==> src/hw/scl_pkg.sv <==
// constants shared by the serial-flash configuration loader
package scl_pkg;
  localparam int unsigned MCLK_PERIOD_NS   = 100;
  localparam int unsigned CFG_CLK_PERIOD_NS = 800;
  localparam int unsigned CFG_HALF_CYCLES  = CFG_CLK_PERIOD_NS / MCLK_PERIOD_NS / 2;
  localparam int unsigned PHASE_W          = 3;

  localparam logic [2:0] MODE_SERIAL_FLASH = 3'h1;

  localparam logic [2:0] VAR_OP_FF     = 3'h0;
  localparam logic [2:0] VAR_STRAPPED  = 3'h1;
  localparam logic [2:0] VAR_OP_52     = 3'h2;
  localparam logic [2:0] VAR_RESERVED  = 3'h3;
  localparam logic [2:0] VAR_OP_55     = 3'h4;
  localparam logic [2:0] VAR_OP_03     = 3'h5;
  localparam logic [2:0] VAR_OP_E8     = 3'h6;
  localparam logic [2:0] VAR_OP_0B     = 3'h7;

  localparam logic [7:0] OPC_FF = 8'hff;
  localparam logic [7:0] OPC_52 = 8'h52;
  localparam logic [7:0] OPC_55 = 8'h55;
  localparam logic [7:0] OPC_03 = 8'h03;
  localparam logic [7:0] OPC_E8 = 8'he8;
  localparam logic [7:0] OPC_0B = 8'h0b;

  localparam logic [23:0] START_ADDR   = 24'h000000;
  localparam logic [7:0]  DUMMY_BYTE   = 8'h00;
  localparam logic [5:0]  CMD_BITS     = 6'h20;
  localparam logic [5:0]  CMD_BITS_FAST = 6'h28;

  typedef enum logic [2:0] {
    SCL_WAIT    = 3'b000,
    SCL_SEND    = 3'b001,
    SCL_READ    = 3'b010,
    SCL_RELEASE = 3'b011,
    SCL_ERROR   = 3'b100
  } scl_state_type;
endpackage : scl_pkg

==> src/hw/scl_loader.sv <==
// serial-flash configuration reader: straps, command phase, bitstream read
`timescale 1ns/10ps
module scl_loader
  import scl_pkg::*;
#(
  parameter int unsigned HALF_CYCLES = scl_pkg::CFG_HALF_CYCLES
) (
  input  wire logic       mclk,               // system clock, 10 MHz
  input  wire logic       rst,                // internal power-on reset
  input  wire logic       program_n,          // full-chip reset pin
  input  wire logic       init_n,             // configuration hold pin
  input  wire logic       done_in,            // configuration complete pin
  input  wire logic [2:0] boot_mode,          // boot mode straps
  input  wire logic [2:0] variant_select,     // read variant straps
  input  wire logic [7:0] read_opcode_strap,  // opcode straps
  input  wire logic       data_in,            // serial data from flash
  input  wire logic       data_ready,         // receiver takes byte
  output logic            config_clock,       // clock to flash
  output logic            flash_select_n,     // flash select
  output logic            flash_select_n_oe,  // select driven
  output logic            mosi,               // serial data to flash
  output logic            mosi_oe,            // serial out driven
  output logic            chain_out,          // bits forwarded downstream
  output logic [7:0]      data_byte,          // bitstream byte
  output logic            data_valid,         // byte present
  output logic            loading,            // configuration in progress
  output logic            cfg_error           // reserved variant strapped
);
  import scl_pkg::*;

  localparam logic [PHASE_W-1:0] PH_RISE = PHASE_W'(HALF_CYCLES - 1);
  localparam logic [PHASE_W-1:0] PH_FALL = PHASE_W'(2 * HALF_CYCLES - 1);

  // three-stage synchronisers; a change counts when stages two and three agree
  logic [2:0] prog_sync_q, init_sync_q, done_sync_q;
  logic       prog_lvl_q, init_lvl_q, done_lvl_q;

  always_ff @(posedge mclk or posedge rst) begin
    if (rst) begin
      prog_sync_q <= 3'h0;
      init_sync_q <= 3'h0;
      done_sync_q <= 3'h0;
      prog_lvl_q  <= 1'b0;
      init_lvl_q  <= 1'b0;
      done_lvl_q  <= 1'b0;
    end else begin
      prog_sync_q <= {prog_sync_q[1:0], program_n};
      init_sync_q <= {init_sync_q[1:0], init_n};
      done_sync_q <= {done_sync_q[1:0], done_in};
      if (prog_sync_q[1] == prog_sync_q[2]) prog_lvl_q <= prog_sync_q[2];
      if (init_sync_q[1] == init_sync_q[2]) init_lvl_q <= init_sync_q[2];
      if (done_sync_q[1] == done_sync_q[2]) done_lvl_q <= done_sync_q[2];
    end
  end

  wire init_new  = (init_sync_q[1] == init_sync_q[2]) ? init_sync_q[2] : init_lvl_q;
  // chip reset also holds the loader: once it lets go with the hold pin high,
  // that counts as a fresh hold-pin rise, so a release of program_n restarts
  wire init_rise = init_new && !armed_q;

  // strap capture on the hold pin's rising edge
  logic [2:0] mode_q;
  logic [2:0] var_q;
  logic [7:0] strap_q;
  logic       armed_q;

  always_ff @(posedge mclk or posedge rst) begin
    if (rst) begin
      mode_q  <= 3'h0;
      var_q   <= 3'h0;
      strap_q <= 8'h00;
      armed_q <= 1'b0;
    end else if (!prog_lvl_q) begin
      armed_q <= 1'b0;
    end else if (init_rise) begin
      mode_q  <= boot_mode;
      var_q   <= variant_select;
      strap_q <= read_opcode_strap;
      armed_q <= 1'b1;
    end
  end

  function automatic logic [7:0] scl_opcode(input logic [2:0] v, input logic [7:0] s);
    case (v)
      VAR_OP_FF:    scl_opcode = OPC_FF;
      VAR_STRAPPED: scl_opcode = s;
      VAR_OP_52:    scl_opcode = OPC_52;
      VAR_OP_55:    scl_opcode = OPC_55;
      VAR_OP_03:    scl_opcode = OPC_03;
      VAR_OP_E8:    scl_opcode = OPC_E8;
      VAR_OP_0B:    scl_opcode = OPC_0B;
      default:      scl_opcode = OPC_FF;
    endcase
  endfunction : scl_opcode

  wire [7:0] opcode   = scl_opcode(var_q, strap_q);
  wire       fast_op  = (opcode == OPC_0B) || (opcode == OPC_E8);
  wire [5:0] cmd_bits = fast_op ? CMD_BITS_FAST : CMD_BITS;
  wire       is_sfm   = (mode_q == MODE_SERIAL_FLASH);
  wire       start_ok = armed_q && prog_lvl_q && is_sfm;

  scl_state_type      state_q;
  logic [PHASE_W-1:0] ph_q;
  logic               clk_q, sel_q, sel_oe_q, mosi_q, mosi_oe_q, chain_q;
  logic [39:0]        cmd_sh_q;
  logic [5:0]         bit_cnt_q;
  logic [7:0]         rx_sh_q;
  logic [2:0]         rx_cnt_q;
  logic               push_q;
  logic [7:0]         push_byte_q;
  logic               buf_in_ready;

  wire running  = (state_q == SCL_SEND) || (state_q == SCL_READ);
  // the clock halts while the buffer is full so no byte is lost
  wire advance  = running && buf_in_ready && !push_q;
  wire at_rise  = advance && (ph_q == PH_RISE);
  wire at_fall  = advance && (ph_q == PH_FALL);
  wire last_cmd = (bit_cnt_q == cmd_bits - 6'h1);
  wire rx_full  = (rx_cnt_q == 3'h7);

  always_ff @(posedge mclk or posedge rst) begin
    if (rst) begin
      state_q     <= SCL_WAIT;
      ph_q        <= '0;
      clk_q       <= 1'b0;
      sel_q       <= 1'b1;
      sel_oe_q    <= 1'b0;
      mosi_q      <= 1'b0;
      mosi_oe_q   <= 1'b0;
      chain_q     <= 1'b0;
      cmd_sh_q    <= '0;
      bit_cnt_q   <= 6'h0;
      rx_sh_q     <= 8'h00;
      rx_cnt_q    <= 3'h0;
      push_q      <= 1'b0;
      push_byte_q <= 8'h00;
    end else begin
      push_q <= 1'b0;
      if (advance) begin
        ph_q <= (ph_q == PH_FALL) ? '0 : ph_q + PHASE_W'(1);
      end
      if (at_rise) clk_q <= 1'b1;
      if (at_fall) clk_q <= 1'b0;
      if (!prog_lvl_q && state_q != SCL_WAIT) begin
        state_q   <= SCL_WAIT;
        clk_q     <= 1'b0;
        sel_q     <= 1'b1;
        sel_oe_q  <= 1'b0;
        mosi_oe_q <= 1'b0;
      end else begin
        unique case (state_q)
          SCL_WAIT: begin
            if (start_ok && var_q == VAR_RESERVED) begin
              state_q <= SCL_ERROR;
            end else if (start_ok) begin
              state_q   <= SCL_SEND;
              ph_q      <= '0;
              sel_q     <= 1'b0;
              sel_oe_q  <= 1'b1;
              mosi_oe_q <= 1'b1;
              mosi_q    <= opcode[7];
              cmd_sh_q  <= {opcode[6:0], START_ADDR, DUMMY_BYTE, 1'b0};
              bit_cnt_q <= 6'h0;
              rx_cnt_q  <= 3'h0;
            end
          end
          SCL_SEND: begin
            if (at_fall) begin
              mosi_q    <= cmd_sh_q[39];
              cmd_sh_q  <= {cmd_sh_q[38:0], 1'b0};
              bit_cnt_q <= bit_cnt_q + 6'h1;
              if (last_cmd) state_q <= SCL_READ;
            end
          end
          SCL_READ: begin
            if (at_rise) begin
              rx_sh_q  <= {rx_sh_q[6:0], data_in};
              chain_q  <= data_in;
              rx_cnt_q <= rx_cnt_q + 3'h1;
              if (rx_full) begin
                push_q      <= 1'b1;
                push_byte_q <= {rx_sh_q[6:0], data_in};
              end
            end
            if (at_fall && done_lvl_q) begin
              state_q   <= SCL_RELEASE;
              clk_q     <= 1'b0;
              sel_q     <= 1'b1;
            end
          end
          SCL_RELEASE: begin
            // pins go to user logic; a pull-up keeps select high
            sel_oe_q  <= 1'b0;
            mosi_oe_q <= 1'b0;
            if (!armed_q) state_q <= SCL_WAIT;
          end
          SCL_ERROR: begin
            if (!armed_q) state_q <= SCL_WAIT;
          end
          default: state_q <= SCL_WAIT;
        endcase
      end
    end
  end

  // an unmapped value keeps loading low and is flagged on cfg_error, registered from the error state
  logic busy_q, err_q;
  always_ff @(posedge mclk or posedge rst) begin
    if (rst) begin
      busy_q <= 1'b0;
      err_q  <= 1'b0;
    end else begin
      busy_q <= running;
      err_q  <= (state_q == SCL_ERROR);
    end
  end

  logic [7:0] buf_data;
  logic       buf_valid;

  scl_buf2 #(.WIDTH(8)) u_buf (
    .mclk      (mclk),
    .rst       (rst),
    .in_data   (push_byte_q),
    .in_valid  (push_q),
    .in_ready  (buf_in_ready),
    .out_data  (buf_data),
    .out_valid (buf_valid),
    .out_ready (data_ready)
  );

  assign config_clock      = clk_q;
  assign flash_select_n    = sel_q;
  assign flash_select_n_oe = sel_oe_q;
  assign mosi              = mosi_q;
  assign mosi_oe           = mosi_oe_q;
  assign chain_out         = chain_q;
  assign data_byte         = buf_data;
  assign data_valid        = buf_valid;
  assign loading           = busy_q;
  assign cfg_error         = err_q;
endmodule : scl_loader

==> src/hw/scl_buf2.sv <==
// two-entry buffer with valid/ready on both sides; out_data and out_valid registered, in_ready decoded from the count
`timescale 1ns/10ps
module scl_buf2 #(
  parameter int unsigned WIDTH = 8
) (
  input  wire logic             mclk,      // system clock
  input  wire logic             rst,       // async reset, active high
  input  wire logic [WIDTH-1:0] in_data,   // word from loader
  input  wire logic             in_valid,  // word offered
  output logic                  in_ready,  // room for a word
  output logic      [WIDTH-1:0] out_data,  // word to receiver
  output logic                  out_valid, // word present
  input  wire logic             out_ready  // receiver takes word
);
  logic [WIDTH-1:0] head_q;
  logic [WIDTH-1:0] tail_q;
  logic [1:0]       cnt_q;
  logic [1:0]       cnt_d;
  logic             valid_q;
  wire              push = in_valid && in_ready;
  wire              pop  = out_valid && out_ready;

  assign cnt_d = cnt_q + {1'b0, push} - {1'b0, pop};

  always_ff @(posedge mclk or posedge rst) begin
    if (rst) begin
      head_q <= '0;
      tail_q <= '0;
      cnt_q  <= 2'h0;
      valid_q <= 1'b0;
    end else begin
      if (pop) begin
        head_q <= (cnt_q == 2'h2) ? tail_q : in_data;
      end else if (push && cnt_q == 2'h0) begin
        head_q <= in_data;
      end
      if (push && ((cnt_q == 2'h1 && !pop) || cnt_q == 2'h2)) begin
        tail_q <= in_data;
      end
      cnt_q <= cnt_d;
      // valid kept in its own flop so the loader's output comes from a register
      valid_q <= (cnt_d != 2'h0);
    end
  end

  // with a pop and push at count one the new word goes straight to the head
  assign out_data  = head_q;
  assign out_valid = valid_q;
  assign in_ready  = (cnt_q != 2'h2);
endmodule : scl_buf2

==> config.mk <==
export PLATFORM = sky130hd
export DESIGN_NAME = scl_loader
export DESIGN_NICKNAME = d
export VERILOG_FILES = /design/src/hw/scl_pkg.sv /design/src/hw/scl_loader.sv /design/src/hw/scl_buf2.sv
export SDC_FILE = /design/constraint.sdc
export NUM_CORES = 1
export LEC_CHECK = 0
export ABC_AREA = 1
export BUFFER_PORTS_ARGS = -buffer_cell sky130_fd_sc_hd__buf_4
export CAP_MARGIN = 20
export CORE_MARGIN = 5
export CORE_UTILIZATION = 50
export CTS_CLUSTER_DIAMETER = 40
export CTS_CLUSTER_SIZE = 14
export DETAILED_ROUTE_END_ITERATION = 8
export PLACE_DENSITY = 0.69
export REMOVE_ABC_BUFFERS = 1
export SLEW_MARGIN = 20
export SYNTH_ARGS = -nofsm -noshare
export SYNTH_HDL_FRONTEND = slang
export SYNTH_SLANG_ARGS = --single-unit
==> constraint.sdc <==
create_clock -name mclk -period 6.9 [get_ports mclk]
set_clock_uncertainty 0.15 [all_clocks]
set_input_delay 0.69 -clock mclk [delete_from_list [all_inputs] [get_ports mclk]]
set_output_delay 0.69 -clock mclk [all_outputs]
set_load 0.03 [all_outputs]
# After elaboration in Yosys (flattened, before gate mapping)
# Index checks and enable logic that the tools add are counted.
# totals
regBits	124
input_bits	21
out_inout_bits	17
elab_cells	168
# classes
n_addsub	6
eq_ne	36
n_mux	56
n_bitwise	1
n_reduce_logical	40
# op_table
cell	n
2-to-1 mux 40 bit	3
case mux 40 bit (2 select lines)	1
2-to-1 mux 3 bit	16
case mux 8 bit (6 select lines)	1
2-to-1 mux 8 bit	3
2-to-1 mux 1 bit	22
equality test 3 bit (second input constant)	7
2-to-1 mux 6 bit	3
equality test 3 x 2 -> 1 bit (second input constant)	5
logical AND 1 bit	15
AND reduction 5 bit	3
case mux 3 bit (4 select lines)	1
case mux 6 bit (2 select lines)	1
inequality test 2 bit (second input constant)	5
equality test 3 x 1 -> 1 bit (second input constant)	3
inequality test 3 x 2 -> 1 bit (second input constant)	3
nonzero test 3 bit	3
equality test 8 x 4 -> 1 bit (second input constant)	1
equality test 8 bit (second input constant)	1
AND reduction 4 bit	2
nonzero test 2 bit	4
adder 3 x 1 -> 3 bit (second input constant)	2
adder 6 x 1 -> 6 bit (second input constant)	1
equality test 6 bit	1
other kinds (21)	32

# Longest topological paths before layout
# Gate-level depths: netlist of the first run.
# depth
ltp_word	11
depth_mapped	18

# By module
# From an unflattened synthesis of the first run, not the netlist that was laid out.
# unflattened
hier_cells	448
area_unflattened_um2	4171.5
# by_module_without_submodules
module	instances	cells_per_inst	area_per_inst_um2
scl_loader	1	329	3181.8
scl_buf2	1	119	989.7

# Worst setup path after synthesis of the first run
# Ideal clock, no wire load.
# synth_path
kind	input-to-reg
startpoint	in data_ready
endpoint	reg u_buf.valid_q, in the netlist u_buf.out_valid
setup_time_ns	0.127
arrival_ns	1.884
required_time_ns	6.623
slack_ns	4.739
cell_stages	8
n_path_buf	0
cell_sequence	nand2_1 > inv_2 > ha_1 > inv_1 > ha_1 > xnor2_1 > xor2_1 > or2_2
# synth_between
elab_chain_len	3
# synth_lines
item	line_no	source
start: declaration	scl_loader.sv:17	input wire logic data_ready,
logical AND 1 bit	scl_buf2.sv:21	wire pop = out_valid && out_ready;
subtractor 2 x 1 -> 2 bit	scl_buf2.sv:23	assign cnt_d = cnt_q + {1'b0, push} - {1'b0, pop};
net u_buf.cnt_d[1]	scl_buf2.sv:18	logic [1:0] cnt_d;
nonzero test 2 bit	scl_buf2.sv:42	valid_q <= (cnt_d != 2'h0);
end signal: assignment	scl_buf2.sv:42	
end: declaration	scl_buf2.sv:19	logic valid_q;
# The timed path passes the listed nets, and every way through them passes these cells.
# A chain may end at the register's enable or synchronous reset.

# Worst setup path in the final report of the first run
# layout_path
startpoint	reg state_q[0]
endpoint	reg push_byte_q[0]
# layout_between
elab_chain_len	6
# layout_lines
item	line_no	source
start: declaration	scl_loader.sv:102	scl_state_type state_q;
start signal: assignment	scl_loader.sv:123	state_q <= SCL_WAIT;
start signal: assignment	scl_loader.sv:145	state_q <= SCL_WAIT;
start signal: assignment	scl_loader.sv:154	state_q <= SCL_ERROR;
equality test 3 x 1 -> 1 bit or equality test 3 x 2 -> 1 bit (tied branches)	scl_loader.sv:113	wire running = (state_q == SCL_SEND) || (state_q == SCL_READ);
logical OR 1 bit (*)	scl_loader.sv:113	
net running	scl_loader.sv:113	
logical AND 1 bit (*) (2 in a row)	scl_loader.sv:115	wire advance = running && buf_in_ready && !push_q;
logical AND 1 bit (*)	scl_loader.sv:116	wire at_rise = advance && (ph_q == PH_RISE);
AND reduction 4 bit (no line) (*)	-	
end signal: assignment	scl_loader.sv:182	push_byte_q <= {rx_sh_q[6:0], data_in};
end: declaration	scl_loader.sv:110	logic [7:0] push_byte_q;
# Mark *: on every way through the listed nets, which the timed path passes. The rest lies on a longest branch.

==> flow_summary.yaml, run 1 <==
outcome:
  status: "finished, final reports clean"
cells_and_area:
  nets: 479
  layout-drive-gt1-share_pct: 21.1
  antenna_cells: 0
  area_delta_synth_final_pct: 14.7
pwr:
  irDropWorstVdd_uv: 189
  power_mw: 1.70
  power_density_nw_per_um2: 372
  cellLeakagePower_nw: 2.17
yosys:
  yosys.area_share.simple_pct: 19.3
  async_reset_ff_share_pct: 100
  yosys.area.top_type_share_pct: 56.1
  ys_seq_area_share_pct: 56.7
  syn_area_um2: 3970
  ys_types: 42
  synth_top_family_by_area: "simple AND/OR/NAND/NOR gates"
  synthMuxAreaShare_pct: 4.82
  synth_edf_count: 0
  yosysMostFrequentCell: "dfrtp_1"
  synth_common_cells: "89 x dfrtp_1, 73 x nand2_1, 44 x inv_1, 38 x nor2_1, 25 x nand3_1"
  synthTopCellsByArea: "dfrtp_1 56%, nand2_1 6.9%, mux2_2 4.8%, inv_1 4.2%, nor2_1 3.6%"
  synth_top_flop_cell: "dfrtp_1"
  avgSynthCellArea_um2: 9.73
  yosys_warnings: 0
  synth-seq-cells: 90
  synth_xor_area_share_pct: 0.662
  synth_adder_area_share_pct: 3.28
  synth_compound_area_share_pct: 9.67
  yosysTopAreaCell: "dfrtp_1"
  netlist_instances: 408
die:
  placeableCoreArea_um2: 7730
  die_area_um2: 9820
  num_rows: 32
  ios: 38
  die_w_um: 99.1
  start_util_pct: 51.4
  die_h_um: 99.1
clock_tree:
  cts_hold_buf: 0
  insertion_delay_ns: 0.35
  htreeDepth: 3
  cts-root-buf: "clkbuf_8"
  cts_sinks: 90
  cts_buffers: 9
  cts_tree: "yes"
  clk_pin_slew_ns: 0.10
  cts_max_path_buffers: 2
  cts_setup_buffers: 0
  cts_resized: 0
route:
  drc: 0
  firstDrtPassIters: 4
  wl_per_cell_um: 13.9
  wirelength_um: 7760
  drt_iter0_drc: 146
  dr_total_vias: 2933
  viasPerCell: 5.27
  ant_nets: 0
sta:
  setup_tns_ns: 0
  maxClockFrequency_mhz: 378
  post-route-period-util_pct: 38.4
  worst_pin_slew_ns: 0.917
  min_period_ns: 2.65
  timing.slew.headroom_pct: 38.7
  finalSetupViolations: 0
  drv_slew: 0
  hold_viol_final: 0
  whs_ns: 0.210
  rsz0062_at_grt: "no"
global_route:
  grt_pass1_wl_um: 13400
  antenna_found_initial: 0
  grt_overflow: 0
  track_usage_pct: 16.8
  grt_max_degree: 60
  grt_pass1_vias: 2921
setup_path:
  crit_required_ns: 7.03
  worst-path-buf-inv: 2
  critical_path_class: "register to register"
  critical_path.most_common_cell: "nand2_2"
  end_kind: "register"
  startpoint_type: "register"
  crit_chain: "nor2_4 > nand2_2 > nand2_2 > inv_2 > nor3_4 > nand2_2 > nor3_4 > nand2_1 > inv_1 > nand2_1 > o21ai_0"
  worst_path_dominant_cell_family: "simple AND/OR/NAND/NOR gates"
  worstPathArrival_ns: 2.78
  path_max_fanout: 15
  slowest_stage: "dfrtp_1"
  slowest_delay_ns: 0.47
flow_run:
  drv_cap: 0
place:
  gp_congestion: 0.910
  numPortBuffers: 37
  dp_hpwl_um: 5700
hold_path:
  hp-class: "primary input to asynchronous set/reset pin"
==> cell type report <==
type / instances / area (um2)
clock buffers: 9 / 124
clock inverters: 7 / 76.3
fillers: 662 / 3170
inverters: 50 / 189
multi-input cells: 261 / 1500
flip-flops and latches: 90 / 2250
well taps: 102 / 128
repair buffers: 38 / 285
==> cell usage in the layout (no fill, tap or decap), types with 5 or more instances in the layout <==
cell      Yosys  routed
dfrtp_1      89      89
nand2_1      73      73
inv_1        44      43
nor2_1       38      38
buf_4         1      38
nand3_1      25      25
o21ai_0      20      20
mux2_2       17      17
a21oi_1      12      12
a31oi_1       9       9
clkbuf_8      0       9
o21ai_1       8       8
ha_1          8       8
o22ai_1       6       6
nand2_2       5       5
==> path summary, 6_finish.rpt <==
path / end / slack, ns / cells after the start / start
max: push_byte_q[0]$_DFFE_PP0P_ / 4.25 / 11 / state_q[0]$_DFFE_PP0P_
min: done_sync_q[0]$_DFF_PP0_ / 0.21 / 2 / rst
max reg2reg: push_byte_q[0]$_DFFE_PP0P_ / 4.25 / 11 / state_q[0]$_DFFE_PP0P_
min reg2reg: done_sync_q[1]$_DFF_PP0_ / 0.21 / 0 / done_sync_q[0]$_DFF_PP0_
max in group asynchronous: push_byte_q[2]$_DFFE_PP0P_ / 5.29 / 3 / rst
min in group mclk: done_sync_q[1]$_DFF_PP0_ / 0.21 / 0 / done_sync_q[0]$_DFF_PP0_
==> layer usage <==
layer	GRT usage [%]	part of all wire [%]	vias to the layer above
met5	0	0	-
met4	6.62	1.7	0
met3	2.95	4.1	12
met2	27.9	50	58
met1	22.0	45	1426
li1	-	-	1437
==> metrics by stage <==
stage / utilization [%] / setup slack, ns / area (um2) / cells
5_1_grt: 58.9 / 3.93 / 4550 / 557
2_1_floorplan: - / 3.73 / 3940 / 401
3_5_place_dp: 56.3 / 4.28 / 4350 / 541
4_1_cts: 58.9 / 4.25 / 4550 / 557
3_3_place_gp: 56.3 / 4.36 / 4350 / 541
6_report: 58.9 / 4.25 / 4550 / 557
==> sequential cells by signal, indices dropped and copies added (netlist names), 6 cells and up <==
name	count
bit_cnt_q	6
cmd_sh_q	7
push_byte_q	8
rx_sh_q	7
strap_q	8
u_buf.out_data	8
u_buf.tail_q	8
==> kinds of logic after synthesis <==
family | after synthesis
XOR/XNOR | 3
multiplexers | 17
adder cells (fa/ha/maj) | 11
flip-flops | 90
AO/OA/AOI/OAI | 66
AND/OR/NAND/NOR | 164
buffers and inverters | 57
==> where the power goes <==
| group | switching (mW) | internal, mW | total, mW |
|---|---|---|---|
| Combinational | 0.381 | 0.215 | 0.596 |
| Clock | 0.190 | 0.171 | 0.362 |
| Sequential | 0.0889 | 0.650 | 0.739 |
(Power assumes the default switching activity.)
==> run 2, diff against run 1 <==
--- a/config.mk
+++ b/config.mk
@@ -13,7 +13,7 @@
 export CTS_CLUSTER_DIAMETER = 40
 export CTS_CLUSTER_SIZE = 14
 export DETAILED_ROUTE_END_ITERATION = 8
-export PLACE_DENSITY = 0.69
+export PLACE_DENSITY = 0.72
 export REMOVE_ABC_BUFFERS = 1
 export SLEW_MARGIN = 20
 export SYNTH_ARGS = -nofsm -noshare
==> constraint.sdc (replaced) <==
create_clock -name mclk -period 2.3 [get_ports mclk]
set_clock_uncertainty 0.15 [all_clocks]
set_input_delay 0.23 -clock mclk [delete_from_list [all_inputs] [get_ports mclk]]
set_output_delay 0.23 -clock mclk [all_outputs]
set_load 0.03 [all_outputs]
==> flow_summary.yaml, run 2 (synthesis gave the netlist of run 1 again) <==
route:
  firstDrtPassIters: 4
  wl_per_cell_um: 13.5
  drc: 0
  dr_total_vias: 3052
  ant_nets: 0
  viasPerCell: 5.14
  drt_iter0_drc: 129
  wirelength_um: 8030
cells_and_area:
  antenna_cells: 0
  final_common_cell: "dfrtp_1"
  final_core_util_pct: 63.9
  nets: 516
  area_delta_synth_final_pct: 24.3
  layout-drive-gt1-share_pct: 27.0
  mostFrequentLayoutCells: "84 x dfrtp_1, 70 x nand2_1, 56 x buf_4"
setup_path:
  r2r_cells: 12
  endpoint: "cmd_sh_q[37]$_DFFE_PP0P_"
  critical_path_class: "register to register"
  end_kind: "register"
  r2r_slack_ns: 0.14
  cp-startpoint: "state_q[0]$_DFFE_PP0P_"
  crit_required_ns: 2.38
  reg2reg_to: "cmd_sh_q[37]$_DFFE_PP0P_"
  timing.rr.start: "state_q[0]$_DFFE_PP0P_"
  worstPathArrival_ns: 2.24
  startpoint_type: "register"
  path_max_fanout: 8
die:
  ios: 38
  die_area_um2: 9820
  start_util_pct: 51.4
  die_w_um: 99.1
  placeableCoreArea_um2: 7730
  die_h_um: 99.1
  num_rows: 32
sta:
  setup_tns_ns: 0
  rsz0062_at_grt: "yes"
  timing.slew.headroom_pct: 67.4
  maxClockFrequency_mhz: 463
  min_period_ns: 2.16
  whs_ns: 0.0280
  finalSetupViolations: 0
  hold_viol_final: 0
  post-route-period-util_pct: 93.8
  worst_pin_slew_ns: 0.488
  drv_slew: 0
clock_tree:
  cts_buffers: 9
  insertion_delay_ns: 0.36
  cts_max_path_buffers: 2
  clk_pin_slew_ns: 0.10
  cts_sinks: 90
  cts_tree: "yes"
  htreeDepth: 3
  cts-root-buf: "clkbuf_8"
pwr:
  power_mw: 5.26
  cellLeakagePower_nw: 2.34
  power_density_nw_per_um2: 1070
  irDropWorstVdd_uv: 480
global_route:
  grt_max_degree: 31
  grt_pass1_wl_um: 13900
  antenna_found_initial: 0
  grt_overflow: 0
  grt_pass1_vias: 2947
  track_usage_pct: 17.4
place:
  dp_hpwl_um: 5740
  numPortBuffers: 37
  gp_congestion: 0.984
outcome:
  status: "finished, final reports clean"
flow_run:
  drv_cap: 0
hold_path:
  hp-class: "primary input to register"
[run 2: changes by cell type in the layout (fill, tap and decap cells not counted), moves of 5 or more]
cell and delta:
dfrtp_1 -5, dfrtp_2 +5, dlygate4sd3_1 +18, buf_4 +18
[run 2: layer usage]
layer | share of wire (%) | wire [um] | global-route usage [%]
met1 | 46 | 3700 | 24.1
met2 | 47 | 3810 | 27.0
met3 | 4.4 | 350 | 3.23
met4 | 2.1 | 165 | 7.67
met5 | 0 | 0 | 0
[run 2: critical path, cell delays in order, from the launching register on]
cell and delay [ns]:
dfrtp_2 0.48, nor2_4 0.15, nand2_2 0.07, nand2_2 0.09, inv_2 0.06, nor3_4 0.18
nand2_2 0.13, o21ai_2 0.18, nand2_4 0.12, nor2_2 0.12, inv_1 0.11, nor2_1 0.12
a221oi_1 0.06
[run 2: repair_timing]
action,4_1_cts,5_1_grt
hold endpoints to repair,42,0
hold buffers,18,0
setup buffers,0,6
setup endpoints to repair,0,19
gates resized for setup,0,20
[run 2: cell type report]
cell class / count / area (um2)
fill: 606 / 2790
clock inverter: 7 / 70.1
multi-input combinational: 261 / 1540
clock buffer: 9 / 124
timing repair buffer: 75 / 621
tap: 102 / 128
sequential: 90 / 2260
inverter: 50 / 193
[run 2: power by group]
group	internal (mW)	total [mW]	leakage, nW	switching, mW
Clock	0.422	1.04	0.0955	0.618
Sequential	1.96	2.24	1.10	0.280
Combinational	0.789	1.98	1.14	1.19
[run 2: metrics by stage]
step | worst slack [ns] | cells | instance area [um2]
4_1_cts | 0.0378 | 588 | 4840
5_1_grt | -0.0460 | 594 | 4930
2_1_floorplan | -0.414 | 401 | 3940
3_5_place_dp | 0.0558 | 554 | 4460
6_report | 0.142 | 594 | 4930
3_3_place_gp | 0.116 | 554 | 4460
[run 2: worst min path at each step]
stage,from,end,slack [ns],cells past startpoint
5_1_grt,variant_select[0],var_q[0]$_DFFE_PP0P_,0.02,3
3_5_place_dp,rst,rx_cnt_q[0]$_DFFE_PP0P_,0.11,2
6_report,variant_select[0],var_q[0]$_DFFE_PP0P_,0.03,3
4_1_cts,variant_select[0],var_q[0]$_DFFE_PP0P_,0.02,3
3_3_place_gp,rst,rx_cnt_q[0]$_DFFE_PP0P_,0.11,2
2_1_floorplan,done_in,done_sync_q[0]$_DFF_PP0_,0.11,0
